===== src/design/wdog_pkg.sv =====
// Function
// 12-bit down-counter driven by 3-bit prescaler
// Underflow without reload asserts system reset
// Reload above delta value asserts system reset
// Optional counter freeze during debug halt
// Write protection blocks configuration changes
// Count clock from internal or external osc
// Accepted reload restores counter next tick
package wdog_pkg;
    localparam int CNT_W = 12;
    localparam int PRE_W = 3;

    // Register byte offsets
    localparam logic [3:0] OFS_CTRL   = 4'h0;
    localparam logic [3:0] OFS_MODE   = 4'h4;
    localparam logic [3:0] OFS_PROT   = 4'h8;
    localparam logic [3:0] OFS_STATUS = 4'hC;

    // Control register fields
    localparam int CTRL_RELOAD_BIT = 0;
    localparam logic [15:0] RELOAD_KEY = 16'h5FA0;

    // Mode register fields
    localparam int MODE_EN_BIT    = 0;
    localparam int MODE_DBG_BIT   = 1;
    localparam int MODE_SRC_BIT   = 2;
    localparam int MODE_PRE_LSB   = 4;
    localparam int MODE_VAL_LSB   = 8;
    localparam int MODE_DELTA_LSB = 20;

    // Protection key values
    localparam logic [15:0] PROT_UNLOCK = 16'h35CA;

    // Reset values and counter constants
    localparam logic [CNT_W-1:0] RST_RELOAD = 12'hFFF;
    localparam logic [CNT_W-1:0] RST_DELTA  = 12'hFFF;
    localparam logic [PRE_W-1:0] RST_PRE    = 3'h0;
    localparam logic [7:0]       PRE_ONE    = 8'h01;
    localparam logic [CNT_W-1:0] CNT_ZERO   = 12'h000;

    // Reset cause codes
    typedef enum logic [1:0] {
        CAUSE_NONE  = 2'h0,
        CAUSE_UFLOW = 2'h1,
        CAUSE_EARLY = 2'h2
    } cause_t;

    // Configuration bundle
    typedef struct packed {
        logic             enable;
        logic             dbgStop;
        logic             srcExt;
        logic [PRE_W-1:0] preSel;
        logic [CNT_W-1:0] reloadVal;
        logic [CNT_W-1:0] delta;
    } wdog_cfg_t;
endpackage


===== src/design/watchdog_unit.sv =====
`timescale 1ns/1ns
module watchdog_unit
    import wdog_pkg::*;
(
    // Clock and reset
    input  wire logic        clk,
    input  wire logic        reset_n,
    // Wishbone slave
    input  wire logic        wb_cyc_i,
    input  wire logic        wb_stb_i,
    input  wire logic        wb_we_i,
    input  wire logic [3:0]  wb_adr_i,
    input  wire logic [3:0]  wb_sel_i,
    input  wire logic [31:0] wb_dat_i,
    output logic      [31:0] wb_dat_o,
    output logic             wb_ack_o,
    // Count clock sources
    input  wire logic        lowSpeedInternalOsc,
    input  wire logic        lowSpeedExternalOsc,
    // Processor state
    input  wire logic        debugHalt,
    // System reset request
    output logic             sysResetReq
);
    wdog_cfg_t        cfg;
    logic             locked;
    logic [CNT_W-1:0] count;
    logic             reloadPend;
    logic             resetFlag;
    cause_t           cause;
    logic             tick;

    // Bus decode
    wire req      = wb_cyc_i & wb_stb_i & ~wb_ack_o;
    wire wrAll    = req & wb_we_i & (wb_sel_i == 4'hF);
    wire wrCtrl   = wrAll & (wb_adr_i == OFS_CTRL);
    wire wrMode   = wrAll & (wb_adr_i == OFS_MODE) & ~locked;
    wire wrProt   = wrAll & (wb_adr_i == OFS_PROT);
    wire reloadOk = wrCtrl & wb_dat_i[CTRL_RELOAD_BIT] & (wb_dat_i[31:16] == RELOAD_KEY);
    wire early    = reloadOk & cfg.enable & (count > cfg.delta);
    wire run      = cfg.enable & ~(cfg.dbgStop & debugHalt);
    wire uflow    = tick & (count == CNT_ZERO) & ~reloadPend;

    // Read mux
    wire [31:0] rdMode = {8'h00, cfg.delta, cfg.reloadVal} << MODE_VAL_LSB
                         | {24'h0, 1'b0, cfg.preSel, 1'b0, cfg.srcExt, cfg.dbgStop, cfg.enable};
    wire [31:0] rdStat = {15'h0, locked, 1'b0, cause, resetFlag, count};
    wire [31:0] rdMux  = (wb_adr_i == OFS_MODE)   ? rdMode :
                         (wb_adr_i == OFS_PROT)   ? {31'h0, locked} :
                         (wb_adr_i == OFS_STATUS) ? rdStat : 32'h0;

    wdog_tick_gen u_tick (
        .clk                 (clk),
        .reset_n             (reset_n),
        .lowSpeedInternalOsc (lowSpeedInternalOsc),
        .lowSpeedExternalOsc (lowSpeedExternalOsc),
        .srcExt              (cfg.srcExt),
        .preSel              (cfg.preSel),
        .run                 (run),
        .tick                (tick)
    );

    assign sysResetReq = resetFlag;

    // Bus acknowledge, one cycle per access
    always_ff @(posedge clk or negedge reset_n) begin
        if (!reset_n) wb_ack_o <= 1'b0;
        else          wb_ack_o <= req;
    end

    // Read data register, loaded when a request is taken and shown with ack
    always_ff @(posedge clk or negedge reset_n) begin
        if (!reset_n) begin
            wb_dat_o <= 32'h0;
        end else if (req) begin
            wb_dat_o <= rdMux;
        end
    end

    // Configuration and protection
    always_ff @(posedge clk or negedge reset_n) begin
        if (!reset_n) begin
            cfg    <= '{1'b0, 1'b0, 1'b0, RST_PRE, RST_RELOAD, RST_DELTA};
            locked <= 1'b0;
        end else begin
            if (wrProt) locked <= (wb_dat_i[15:0] != PROT_UNLOCK);
            if (wrMode) begin
                cfg.enable    <= wb_dat_i[MODE_EN_BIT];
                cfg.dbgStop   <= wb_dat_i[MODE_DBG_BIT];
                cfg.srcExt    <= wb_dat_i[MODE_SRC_BIT];
                cfg.preSel    <= wb_dat_i[MODE_PRE_LSB +: PRE_W];
                cfg.reloadVal <= wb_dat_i[MODE_VAL_LSB +: CNT_W];
                cfg.delta     <= wb_dat_i[MODE_DELTA_LSB +: CNT_W];
            end
        end
    end

    // Down-counter and reload
    always_ff @(posedge clk or negedge reset_n) begin
        if (!reset_n) begin
            count      <= RST_RELOAD;
            reloadPend <= 1'b0;
        end else if (!cfg.enable) begin
            count      <= cfg.reloadVal;
            reloadPend <= 1'b0;
        end else begin
            if (reloadOk && !early) reloadPend <= 1'b1;
            else if (tick)          reloadPend <= 1'b0;
            if (tick) begin
                if (reloadPend) count <= cfg.reloadVal;
                else if (count != CNT_ZERO) count <= count - 12'h001;
            end
        end
    end

    // Reset request latches until system reset
    always_ff @(posedge clk or negedge reset_n) begin
        if (!reset_n) begin
            resetFlag <= 1'b0;
            cause     <= CAUSE_NONE;
        end else if (!resetFlag && (uflow || early)) begin
            resetFlag <= 1'b1;
            cause     <= uflow ? CAUSE_UFLOW : CAUSE_EARLY;
        end
    end

    property p_early;
        @(posedge clk) disable iff (!reset_n) early |=> sysResetReq;
    endproperty
    a_early: assert property (p_early) else $error("early reload no reset");

    property p_uflow;
        @(posedge clk) disable iff (!reset_n) uflow |=> sysResetReq && cause != CAUSE_NONE;
    endproperty
    a_uflow: assert property (p_uflow) else $error("underflow no reset");

    property p_sticky;
        @(posedge clk) disable iff (!reset_n) sysResetReq |=> sysResetReq;
    endproperty
    a_sticky: assert property (p_sticky) else $error("reset dropped");

    property p_freeze;
        @(posedge clk) disable iff (!reset_n)
            (cfg.enable && cfg.dbgStop && debugHalt) |=> $stable(count);
    endproperty
    a_freeze: assert property (p_freeze) else $error("counted in debug");

    property p_lock;
        @(posedge clk) disable iff (!reset_n) (locked && !wrProt) |=> $stable(cfg);
    endproperty
    a_lock: assert property (p_lock) else $error("locked cfg changed");

    property p_reload;
        @(posedge clk) disable iff (!reset_n)
            (tick && reloadPend && cfg.enable && !wrMode) |=> count == $past(cfg.reloadVal);
    endproperty
    a_reload: assert property (p_reload) else $error("reload not applied");

    property p_dec;
        @(posedge clk) disable iff (!reset_n)
            (tick && !reloadPend && count != CNT_ZERO && cfg.enable) |=> count == $past(count) - 12'h001;
    endproperty
    a_dec: assert property (p_dec) else $error("count not decremented");

    property p_hold;
        @(posedge clk) disable iff (!reset_n) (!tick && cfg.enable && !wrMode) |=> $stable(count);
    endproperty
    a_hold: assert property (p_hold) else $error("count moved without tick");

    // No reset request without a cause
    property p_quiet;
        @(posedge clk) disable iff (!reset_n) (!resetFlag && !uflow && !early) |=> !sysResetReq;
    endproperty
    a_quiet: assert property (p_quiet) else $error("reset without cause");

    // First underflow records its cause
    property p_cause_uflow;
        @(posedge clk) disable iff (!reset_n) (uflow && !resetFlag) |=> cause == CAUSE_UFLOW;
    endproperty
    a_cause_uflow: assert property (p_cause_uflow) else $error("underflow cause wrong");

    // First early reload records its cause
    property p_cause_early;
        @(posedge clk) disable iff (!reset_n) (early && !uflow && !resetFlag) |=> cause == CAUSE_EARLY;
    endproperty
    a_cause_early: assert property (p_cause_early) else $error("early cause wrong");

    // In-window reload is accepted
    property p_window;
        @(posedge clk) disable iff (!reset_n) (reloadOk && cfg.enable && count <= cfg.delta) |=> reloadPend;
    endproperty
    a_window: assert property (p_window) else $error("window reload lost");

    // Counter rests at zero instead of wrapping
    property p_floor;
        @(posedge clk) disable iff (!reset_n)
            (tick && count == CNT_ZERO && !reloadPend && cfg.enable) |=> count == CNT_ZERO;
    endproperty
    a_floor: assert property (p_floor) else $error("counter wrapped");

    // Any key but the unlock key locks
    property p_lock_set;
        @(posedge clk) disable iff (!reset_n) (wrProt && wb_dat_i[15:0] != PROT_UNLOCK) |=> locked;
    endproperty
    a_lock_set: assert property (p_lock_set) else $error("lock not set");

    // Unlock key clears the lock
    property p_unlock;
        @(posedge clk) disable iff (!reset_n) (wrProt && wb_dat_i[15:0] == PROT_UNLOCK) |=> !locked;
    endproperty
    a_unlock: assert property (p_unlock) else $error("lock not cleared");

    // Pending reload is consumed by the tick that applies it
    property p_pend_clear;
        @(posedge clk) disable iff (!reset_n)
            (tick && reloadPend && !reloadOk && cfg.enable) |=> !reloadPend;
    endproperty
    a_pend_clear: assert property (p_pend_clear) else $error("reload pending twice");

    // Disabled counter holds the programmed reload value
    property p_disabled;
        @(posedge clk) disable iff (!reset_n)
            !cfg.enable |=> count == $past(cfg.reloadVal) && !reloadPend;
    endproperty
    a_disabled: assert property (p_disabled) else $error("disabled count wrong");
endmodule


===== src/design/wdog_tick_gen.sv =====
`timescale 1ns/1ns
module wdog_tick_gen
    import wdog_pkg::*;
(
    // Clock and reset
    input  wire logic             clk,
    input  wire logic             reset_n,
    // Oscillator levels and source select
    input  wire logic             lowSpeedInternalOsc,
    input  wire logic             lowSpeedExternalOsc,
    input  wire logic             srcExt,
    // Prescaler control
    input  wire logic [PRE_W-1:0] preSel,
    input  wire logic             run,
    // Count pulse out
    output logic                  tick
);
    logic       oscDly;
    logic [7:0] preCnt;
    logic [7:0] preTop;
    wire        oscSel  = srcExt ? lowSpeedExternalOsc : lowSpeedInternalOsc;
    wire        oscRise = oscSel & ~oscDly;
    wire        preWrap = (preCnt == preTop);

    // Divide ratio is two to the power of preSel
    assign preTop = 8'((PRE_ONE << preSel) - PRE_ONE);
    assign tick   = run & oscRise & preWrap;

    // Edge history and prescale count
    always_ff @(posedge clk or negedge reset_n) begin
        if (!reset_n) begin
            oscDly <= 1'b0;
            preCnt <= 8'h00;
        end else begin
            oscDly <= oscSel;
            if (run && oscRise) begin
                preCnt <= preWrap ? 8'h00 : 8'(preCnt + 8'h01);
            end
        end
    end
endmodule


===== config.mk =====
export PLATFORM = sky130hd
export DESIGN_NAME = watchdog_unit
export DESIGN_NICKNAME = d
export VERILOG_FILES = /design/src/design/wdog_pkg.sv /design/src/design/watchdog_unit.sv /design/src/design/wdog_tick_gen.sv
export SDC_FILE = /design/constraint.sdc
export NUM_CORES = 1
export LEC_CHECK = 0
export BUFFER_PORTS_ARGS = -buffer_cell sky130_fd_sc_hd__buf_2
export CAP_MARGIN = 20
export CORE_ASPECT_RATIO = 1.5
export CORE_MARGIN = 5
export CORE_UTILIZATION = 35
export CTS_CLUSTER_SIZE = 40
export DETAILED_ROUTE_END_ITERATION = 8
export MAX_ROUTING_LAYER = met4
export SYNTH_ARGS = -nofsm -noshare
export SYNTH_HDL_FRONTEND = slang
export SYNTH_HIERARCHICAL = 1
export SYNTH_SLANG_ARGS = --single-unit

===== constraint.sdc =====
create_clock -name clk -period 3.4 [get_ports clk]
set_input_delay 0.17 -clock clk [delete_from_list [all_inputs] [get_ports clk]]
set_output_delay 0.17 -clock clk [all_outputs]
set_load 0.02 [all_outputs]

==> qor.csv, run 1 <==
stage;metric;value;unit
worst_setup_path;Data required, critical path;3650;ps
hold_path;Hold Path Class;in2reg;
drt;via count;3736;
cts;Worst-path clk slew;70;ps
synth;top-count cell post-synth;nand2_1;
worst_setup_path;critical-path cell list;nand2_1 -> o311ai_0 -> o31a_1 -> nor4_1 -> and2_1 -> a21oi_2 -> o21ai_0 -> o21ai_0;
worst_setup_path;reg-to-reg slack, setup;980;ps
global_routing;largest net degree at the start of global routing;80;
synth;Post-synth EDFFs;0;
finish;fin util;42.1;%
worst_setup_path;RR Endpoint;count[3];
floorplan;core outline area;12900;um^2
power;Internal;0.00184;W
worst_setup_path;CP startpoint;cfg[25];
synth;most frequent cells after synthesis;nand2_1, dfrtp_1, o21ai_0;
cts;H-tree Lvls;3;
worst_setup_path;Slowest cell on crit path;dfrtp_1;
power;Sw Ratio;28.4;%
drt;Final ANT Viol Nets;0;
global_routing;GRT overflow;0;
worst_setup_path;Critical Path Sink;count[3];
synth;Mapped Area;4560;um^2
synth;FFs w/ async S/R, synth;100;%
global_routing;GRT Util Overall;17.2;%
floorplan;Die Y;150;um
global_routing;initial antenna violation count;0;
drt;WL met2;6500;um
timing;fmax;0.413;GHz
synth;cell taking the most area after synthesis;dfrtp_1;
timing;Clock Skew;13.3;ps
synth;Top FF cell, synth;dfrtp_1;
worst_setup_path;Critical Path Fanout Max;15;
place;Buffers on Ports;81;
place;post-DP HPWL;9410;um
finish;Total Nets Final;587;
timing;Slew @ Worst Pin;876;ps
timing;setup tns final;0;ps
finish;Layout Cells excl Fill;688;
synth;Post-Syn Instances;450;
job;Max-Cap Viols;0;
worst_setup_path;CP max stage delay;520;ps
global_routing;global-route wire length before repair;19800;um
worst_setup_path;arrival time at the worst endpoint;2670;ps
drt;routed wl met3;510;um
place;placed cell count;670;
place;GP Congestion;0.894;
timing;Max-slew headroom;41.1;%
drt;M1 wire length;4980;um
timing;worst setup slack after layout;977;ps
cts;TritonCTS clock tree;done;
floorplan;# IOs;82;
synth;Synth cell types;58;
worst_setup_path;R2R cell count;8;
outcome;status;completed;
worst_setup_path;Top cell by count, worst path;o21ai_0;
floorplan;Die ar.;15400;um^2
floorplan;Initial Util;35.3;%
finish;share of layout cells above drive strength 1;31.9;%
place;worst slack at placement;1000;ps
drt;wire length per cell;18.3;um
synth;syn_area_per_cell;10.1;um^2
synth;synth top area cells;dfrtp_1, dfstp_2, o21ai_0;
timing;Period minus WS final;2420;ps
floorplan;DIE WIDTH;103;um
worst_setup_path;Crit Path Class;reg2reg;
cts;Root Driver;clkbuf_16;
cts;Clk Latency, worst-skew pair;350;ps
power;share of total power in the clock network;39.4;%
worst_setup_path;critical path capture point type;flip-flop;
worst_setup_path;Bufs and invs on worst path;0;
synth;register area share after synthesis;49.9;%
power;static leakage;2.55;nW
cts;Resized Gates After CTS;0;
drt;total wire length;12600;um
drt;drt first pass iters;5;
timing;final count of pins violating max slew;0;
timing;RSZ-0062 raised after global routing;no;
cts;CTS Buf Count;9;
power;register share of total power;47.8;%
worst_setup_path;Worst R2R Start;cfg[25];
drt;Vias per Instance;5.43;
power;combinational share of power;12.9;%
floorplan;row count;51;
timing;Final Hold Viols;0;
finish;area grow syn2layout;19.0;%
drt;DR DRC count;0;
synth;Synthesized Nets;513;
synth;yosys synthesis warning count;6;
synth;share of the synthesized area in the top cell type;29.1;%
synth;synthesized flop and latch total;89;
finish;Ant. Diodes;0;
cts;Clock Path Buffers;2;
power;Sw Pwr;0.000729;W
cts;clk sinks;89;
timing;post-route clock period utilization;71.3;%
global_routing;vias in the first global route;3791;
worst_setup_path;Startpoint Class;flip-flop;
power;Max VDD drop;0.000246;V
worst_setup_path;total stage count of the critical path;8;
power;PwrDens;473;nW/um^2
timing;final setup fails;0;
drt;DR top layer;met4;
drt;initial DRC count;255;
worst_setup_path;CP delay by family, top;compound AO/OA/AOI/OAI gates;
[metrics by stage]
step | total power [W] | hold WS, ps | cell area, um^2
after global routing | 0.00267 | 54.6 | 5420
after CTS | 0.00257 | 49.4 | 5390
after floorplan | 0.00142 | -126 | 4560
after detailed placement | 0.00156 | 405 | 5090
final | 0.00256 | 56.6 | 5420
after global placement | 0.00155 | 395 | 5090
[layer usage]
metal  vias up  GRT usage (%)
met5         -              -
met4         0           9.27
met3        32           3.17
met2       110           28.9
met1      1808           19.0
li1       1786              -
[power by group through the flow]
stage / sequential (W) / combinational, W / clock [W]
6_report: 0.00123 / 0.000330 / 0.00101
5_1_grt: 0.00123 / 0.000375 / 0.00106
4_1_cts: 0.00122 / 0.000328 / 0.00102
3_5_place_dp: 0.00124 / 0.000325 / 0
3_3_place_gp: 0.00124 / 0.000317 / 0
2_1_floorplan: 0.00122 / 0.000203 / 0
[worst min path at each step]
stage,cells after the start,endpoint,startpoint,slack (ps)
after floorplan,0,cause[0],reset_n,-130
after global placement,1,wb_dat_o[13],reset_n,390
after detailed placement,1,wb_dat_o[13],reset_n,410
after CTS,1,wb_dat_o[13],reset_n,50
after global routing,3,cfg[4],wb_dat_i[24],50
final,3,cfg[4],wb_dat_i[24],60
[registers in the layout, indices dropped and copies added (netlist names)]
name and count:
wb_dat_o 32, cfg 30, count 12, u_tick/preCnt 8, cause 2, locked 1, reloadPend 1, sysResetReq 1
u_tick/oscDly 1, wb_ack_o 1
[what timing repair did]
item                                   CTS  global route
setup endpoints to repair                0             0
endpoints found under the hold margin    0            50
hold buffers                             0             1
setup buffers                            0             0
[cell type report]
cell class	instances	area [um^2]
clock buffer	10	229
sequential	89	2270
fill	1270	7470
timing repair buffer	86	468
multi-input combinational	318	2110
clock inverter	6	65.1
inverter	20	75.1
tap	159	199
[kinds of logic after synthesis]
kind of cell	after synthesis	share of synthesized area, %
XOR/XNOR	7	1.35
AO/OA/AOI/OAI	122	17.7
flip-flops	89	49.9
adder cells (fa/ha/maj)	15	4.12
AND/OR/NAND/NOR	153	18.0
multiplexers	21	5.16
buffers and inverters	43	3.84
[cell usage in the layout, fill, tap and decap left out, types with 6 or more instances in the layout]
cell        n
buf_2      80
nand2_1    60
dfrtp_1    53
o21ai_0    47
dfstp_2    36
nor2_1     27
mux2_2     20
inv_1      18
a22oi_1    18
a21oi_1    16
ha_1       15
o31ai_1    12
nand3_1    11
clkbuf_16   9
nand2b_1    8
nand4_1     8
xor2_1      6
[worst reg2reg max path: stages, from the launching register on]
cell and delay, ps:
dfrtp_1 520, nand2_1 90, o311ai_0 360, o31a_1 280
nor4_1 90, and2_1 220, a21oi_2 500, o21ai_0 170
o21ai_0 110
(Power assumes the default switching activity.)
==> run 2: changes to the inputs <==
clock period = 2.1 ns   (was 3.4 ns; I/O delays follow)
==> qor.csv, run 2 (synthesis gave the netlist of run 1 again) <==
stage;metric;value;unit;change
outcome;status;finished, violations left;;was completed
outcome;failing checks;negative setup slack;;
finish;share of layout cells above drive strength 1;39.5;%;was 31.9%
finish;Ant. Diodes;0;;unchanged
finish;Regs by FF count;wb_dat_o: 32 flops, cfg: 30 flops, count: 12 flops;;unchanged
global_routing;GRT Util Overall;18.1;%;was 17.2%
finish;area grow syn2layout;31.9;%;was 19.0%
finish;most common cell after layout, fill and taps aside;buf_2;;unchanged
drt;initial DRC count;220;;was 255
power;PwrDens;729;nW/um^2;was 473 nW/um^2
cts;TritonCTS clock tree;done;;unchanged
timing;final count of pins violating max slew;0;;unchanged
worst_setup_path;Worst R2R Start;count[3];;was cfg[25]
cts;CTS Buf Count;9;;unchanged
global_routing;largest net degree at the start of global routing;59;;was 80
power;Max VDD drop;0.000524;V;was 0.000246 V
cts;Worst-path clk slew;60;ps;was 70 ps
timing;RSZ-0062 raised after global routing;yes;;was no
global_routing;vias in the first global route;3976;;was 3791
worst_setup_path;Crit Path Class;reg2reg;;unchanged
worst_setup_path;Slowest cell on crit path;dfstp_2;;was dfrtp_1
cts;clk sinks;89;;unchanged
floorplan;Die ar.;15400;um^2;unchanged
finish;Total Nets Final;643;;was 587
worst_setup_path;critical-path cell list;ha_4 -> and3_4 -> a221o_1 -> a221oi_4 -> a2111oi_2 -> or3_1;;was nand2_1 -> o311ai_0 -> o31a_1 -> nor4_1 -> and2_1 -> a21oi_2 -> o21ai_0 -> o21ai_0
worst_setup_path;CP max stage delay;570;ps;was 520 ps
floorplan;DIE WIDTH;103;um;unchanged
hold_path;Hold Path Origin;wb_dat_i[24];;unchanged
global_routing;GRT overflow;0;;unchanged
hold_path;Worst Hold End;cfg[4];;unchanged
worst_setup_path;total stage count of the critical path;6;;was 8
worst_setup_path;RR Endpoint;sysResetReq;;was count[3]
drt;total wire length;13200;um;was 12600 um
cts;Root Driver;clkbuf_16;;unchanged
floorplan;row count;51;;unchanged
cts;Clk Latency, worst-skew pair;330;ps;was 350 ps
cts;Clock Path Buffers;2;;unchanged
worst_setup_path;Startpoint Class;flip-flop;;unchanged
drt;Vias per Instance;5.32;;was 5.43
global_routing;initial antenna violation count;0;;unchanged
worst_setup_path;R2R cell count;6;;was 8
timing;post-route clock period utilization;105;%;was 71.3%
job;Max-Cap Viols;0;;unchanged
worst_setup_path;CP delay by family, top;compound AO/OA/AOI/OAI gates;;unchanged
drt;drt first pass iters;4;;was 5
timing;Period minus WS final;2210;ps;was 2420 ps
timing;Clock Skew;5.77;ps;was 13.3 ps
floorplan;Die Y;150;um;unchanged
drt;via count;3955;;was 3736
place;post-DP HPWL;10200;um;was 9410 um
worst_setup_path;arrival time at the worst endpoint;2420;ps;was 2670 ps
floorplan;core outline area;12900;um^2;unchanged
floorplan;Initial Util;35.3;%;unchanged
finish;commonest non-fill, non-tap cells in the layout;buf_2, nand2_1, dfrtp_1;;unchanged
place;GP Congestion;0.927;;was 0.894
hold_path;WHS Path Cells;3;;unchanged
drt;wire length per cell;17.7;um;was 18.3 um
place;placed cell count;717;;was 670
timing;final setup fails;10;;was 0
finish;Layout Cells excl Fill;744;;was 688
worst_setup_path;Data required, critical path;2310;ps;was 3650 ps
timing;Max-slew headroom;58.3;%;was 41.1%
finish;Fillers;1229;;was 1270
worst_setup_path;Critical Path Fanout Max;2;;was 15
timing;Final Hold Viols;0;;unchanged
drt;Final ANT Viol Nets;0;;unchanged
finish;fin util;46.6;%;was 42.1%
timing;fmax;0.452;GHz;was 0.413 GHz
floorplan;# IOs;82;;unchanged
finish;max reg flops;32;;unchanged
global_routing;global-route wire length before repair;20600;um;was 19800 um
power;static leakage;2.84;nW;was 2.55 nW
timing;worst setup slack after layout;-112;ps;was 977 ps
place;Buffers on Ports;81;;unchanged
worst_setup_path;Bufs and invs on worst path;0;;unchanged
cts;H-tree Lvls;3;;unchanged
hold_path;Hold Path Class;in2reg;;unchanged
finish;Biggest register;wb_dat_o;;unchanged
worst_setup_path;reg-to-reg slack, setup;-110;ps;was 980 ps
timing;Slew @ Worst Pin;626;ps;was 876 ps
worst_setup_path;critical path capture point type;flip-flop;;unchanged
drt;DR DRC count;0;;unchanged
[run 2: how the worst max path moves through the flow]
stage,to,start
after floorplan,sysResetReq,count[2]
after global placement,count[11],cfg[25]
after detailed placement,count[11],cfg[25]
after CTS,sysResetReq,cfg[1]
after global routing,count[3],cfg[26]
final,sysResetReq,count[3]
[run 2: timing repair]
action / in CTS / in global routing
hold buffers: 8 / 0
pin swaps: 2 / 10
buffers inserted: 0 / 3
cloned: 0 / 0
resized for setup: 6 / 11
endpoints found under the hold margin: 23 / 0
endpoints found under the setup margin: 16 / 16
[run 2: cell type report]
type,count,area [um^2],area share (%)
Clock buffer,12,246,4.10
Inverter,20,75.1,1.25
Timing Repair Buffer,142,923,15.4
Multi-Input combinational cell,318,2210,36.9
Tap cell,159,199,3.31
Sequential cell,89,2270,37.8
Clock inverter,4,76.3,1.27
[run 2: per-stage QoR]
stage                     hold WS (ps)  worst slack [ps]  setup TNS, ps  instance area (um^2)  total power [W]
after floorplan                   -191             -54.1          -54.1                  4570          0.00230
after global placement            73.2             -72.5           -282                  5480          0.00262
after detailed placement          82.6              -126           -937                  5480          0.00263
after CTS                         2.67             -99.0           -806                  5920          0.00441
after global routing              13.8              -183          -2090                  6010          0.00460
final                             15.0              -112           -360                  6010          0.00438
[run 2: worst register-to-register path: stages, from the launching register on]
cell and delay, ps:
dfstp_2 570, ha_4 210, and3_4 170, a221o_1 350, a221oi_4 320, a2111oi_2 110
or3_1 360
[run 2: routing by layer]
| layer | vias to the layer above | global-route usage, % | routed length (um) |
|---|---|---|---|
| li1 | 1900 | - | - |
| met1 | 1906 | 20.7 | 5190 |
| met2 | 112 | 30.5 | 6870 |
| met3 | 37 | 2.57 | 546 |
| met4 | 0 | 8.94 | 559 |
| met5 | - | - | 0 |
[run 2: power by group]
part           switching, W  leakage [nW]  internal, W
Clock              0.000650         0.153      0.00108
Sequential         0.000111          1.08      0.00183
Combinational      0.000394          1.60     0.000315
Total               0.00116          2.84      0.00323
==> run 3: changes to the inputs <==
ABC_AREA = 1   (was unset)
==> qor.csv, run 3 <==
stage;metric;value;unit;change
finish;Regs by FF count;wb_dat_o: 32 flops, cfg: 30 flops, count: 12 flops;;unchanged
place;GP Congestion;0.893;;was 0.927
cts;Clk Latency, worst-skew pair;350;ps;was 330 ps
cts;Root Driver;clkbuf_16;;unchanged
timing;final hold slack;6.06;ps;was 15.0 ps
global_routing;GRT Util Overall;17.1;%;was 18.1%
timing;fmax;0.510;GHz;was 0.452 GHz
global_routing;vias in the first global route;4290;;was 3976
synth;Top FF cell, synth;dfrtp_1;;unchanged
cts;Worst-path clk slew;60;ps;about the same
synth;syn_area_per_cell;7.93;um^2;was 10.1 um^2
drt;total wire length;13000;um;was 13200 um
worst_setup_path;RR Endpoint;count[8];;was sysResetReq
hold_path;Hold Path Class;in2reg;;unchanged
global_routing;GRT overflow;0;;unchanged
finish;area grow syn2layout;23.1;%;was 31.9%
place;Placed Area;5400;um^2;was 5480 um^2
synth;Synth cell types;34;;was 58
synth;share of the synthesized area in the top cell type;28.0;%;was 29.1%
synth;most frequent cells after synthesis;nand2_1, inv_1, dfrtp_1;;was nand2_1, dfrtp_1, o21ai_0
finish;most common cell after layout, fill and taps aside;nand2_1;;was buf_2
drt;Final ANT Viol Nets;0;;unchanged
floorplan;Die ar.;16000;um^2;was 15400 um^2
power;overall power;0.00426;W;was 0.00438 W
finish;share of layout cells above drive strength 1;26.4;%;was 39.5%
cts;H-tree Lvls;3;;unchanged
outcome;status;completed;;was finished, violations left
worst_setup_path;reg-to-reg slack, setup;140;ps;was -110 ps
worst_setup_path;Critical Path Fanout Max;8;;was 2
worst_setup_path;critical path capture point type;flip-flop;;unchanged
timing;Period minus WS final;1960;ps;was 2210 ps
floorplan;core outline area;13400;um^2;was 12900 um^2
timing;Max-slew headroom;66.6;%;was 58.3%
worst_setup_path;Startpoint Class;flip-flop;;unchanged
floorplan;row count;52;;was 51
synth;FFs w/ async S/R, synth;100;%;unchanged
global_routing;largest net degree at the start of global routing;90;;was 59
synth;cell taking the most area after synthesis;dfrtp_1;;unchanged
drt;via count;4226;;was 3955
timing;Clock Skew;6.51;ps;was 5.77 ps
worst_setup_path;arrival time at the worst endpoint;2230;ps;was 2420 ps
floorplan;# IOs;82;;unchanged
synth;yosys synthesis warning count;6;;unchanged
drt;drt first pass iters;4;;unchanged
drt;initial DRC count;201;;was 220
synth;synth top area cells;dfrtp_1, dfstp_2, nand2_1;;was dfrtp_1, dfstp_2, o21ai_0
worst_setup_path;R2R cell count;14;;was 6
synth;Mapped Area;4740;um^2;was 4560 um^2
finish;max reg flops;32;;unchanged
job;Max-Cap Viols;0;;unchanged
worst_setup_path;Data required, critical path;2370;ps;was 2310 ps
floorplan;DIE WIDTH;105;um;was 103 um
cts;Clock Path Buffers;2;;unchanged
timing;Slew @ Worst Pin;500;ps;was 626 ps
floorplan;Initial Util;35.4;%;was 35.3%
place;Buffers on Ports;81;;unchanged
timing;final setup fails;0;;was 10
timing;post-route clock period utilization;93.4;%;was 105%
hold_path;Hold Path Origin;wb_dat_i[30];;was wb_dat_i[24]
drt;DR DRC count;0;;unchanged
cts;clk sinks;89;;unchanged
place;post-DP HPWL;9780;um;was 10200 um
synth;register area share after synthesis;47.9;%;was 49.9%
cts;TritonCTS clock tree;done;;unchanged
finish;Total Nets Final;759;;was 643
power;static leakage;3.02;nW;was 2.84 nW
finish;Ant. Diodes;0;;unchanged
worst_setup_path;Crit Path Class;reg2reg;;unchanged
finish;Multi-input gate area;2130;um^2;was 2210 um^2
finish;Biggest register;wb_dat_o;;unchanged
power;Max VDD drop;0.000350;V;was 0.000524 V
synth;top-count cell post-synth;nand2_1;;unchanged
global_routing;initial antenna violation count;0;;unchanged
synth;Post-synth EDFFs;0;;unchanged
synth;Synthesized Nets;661;;was 513
finish;commonest non-fill, non-tap cells in the layout;nand2_1, buf_2, inv_1;;was buf_2, nand2_1, dfrtp_1
finish;Fillers;1368;;was 1229
drt;Vias per Instance;4.90;;was 5.32
hold_path;Worst Hold End;cfg[10];;was cfg[4]
cts;CTS Buf Count;9;;unchanged
finish;Final Cell Area;5840;um^2;was 6010 um^2
hold_path;WHS Path Cells;3;;unchanged
timing;Final Hold Viols;0;;unchanged
synth;synthesized flop and latch total;89;;unchanged
finish;register area;2280;um^2;was 2270 um^2
global_routing;global-route wire length before repair;21500;um;was 20600 um
floorplan;Die Y;153;um;was 150 um
worst_setup_path;Worst R2R Start;cfg[26];;was count[3]
power;PwrDens;729;nW/um^2;about the same
synth;Post-Syn Instances;598;;was 450
timing;final count of pins violating max slew;0;;unchanged
drt;wire length per cell;15.1;um;was 17.7 um
run 3: cell count changes after synthesis, sizes merged, moves of 5 or more:
cell,change
nand2,+117
inv,+60
nor2,+30
a22oi,-17
nand3,+14
mux2,-13
a21oi,+11
nand2b,-8
and3,-5
nor4,-5
run 3: metrics by stage:
stage	setup TNS [ps]	instances	utilization, %	setup slack (ps)
3_5_place_dp	-69.3	837	40.3	-46.3
2_1_floorplan	0	598	-	218
3_3_place_gp	-53.2	837	40.3	-53.2
6_report	0	863	43.6	139
4_1_cts	0	860	43.1	34.9
5_1_grt	-11.0	863	43.6	-8.35
run 3: how the worst max path moves through the flow:
stage | startpoint | endpoint | slack, ps | cells past startpoint
detailed placement | cfg[26] | count[5] | -50 | 13
global route | cfg[26] | count[8] | -8 | 14
floorplan | cfg[26] | count[4] | 220 | 15
CTS | cfg[11] | cause[1] | 30 | 13
global placement | cfg[26] | count[5] | -50 | 13
finish | cfg[26] | count[8] | 140 | 14
run 3: routing by layer:
metal  part of all wire [%]  vias to the layer above  GRT usage (%)
met3                    2.9                       22           1.95
met1                     41                     2006           19.7
met4                    3.0                        0           7.37
met5                      0                        -              -
li1                       -                     2120              -
met2                     53                       78           29.7
run 3: logic make-up (layout without fill, tap and decap cells):
family | Yosys count | in the layout | synth area share [%]
AOI/OAI and AO/OA | 102 | 102 | 12.0
xor gates and xnor gates | 7 | 7 | 1.29
adders and majority gates | 15 | 15 | 3.96
buffers and inverters | 98 | 201 | 8.12
DFF | 89 | 89 | 47.9
muxes | 7 | 7 | 1.98
and+or+nand+nor | 280 | 280 | 24.7
run 3: critical path: stages, from the launching register on:
cell	delay (ps)
dfrtp_2	470
nor2_2	170
nand2_1	70
nand2_1	50
nand2_1	60
nor2_2	90
nand2_2	100
nor3_4	230
nor2_2	70
inv_1	70
nand2_2	60
inv_2	70
buf_6	110
o21ai_0	80
a22oi_1	180
run 3: layout make-up:
type / instances / area share (%)
repair buffers: 105 / 11.0
flip-flops and latches: 89 / 39.0
well taps: 162 / 3.47
clock inverters: 4 / 0.450
multi-input cells: 411 / 36.4
inverters: 80 / 5.14
clock buffers: 12 / 4.56
run 3: what timing repair did:
action,4_1_cts,5_1_grt
hold buffers,7,0
buffers inserted,0,3
cloned,0,0
pin swaps,0,8
resized for setup,2,17
setup endpoints to repair,3,15
hold endpoints to repair,59,0
run 3: power breakdown:
group          internal [W]  switching [W]
combinational      0.000268       0.000413
clock              0.000897       0.000678
sequential          0.00186       0.000144
total               0.00303        0.00123
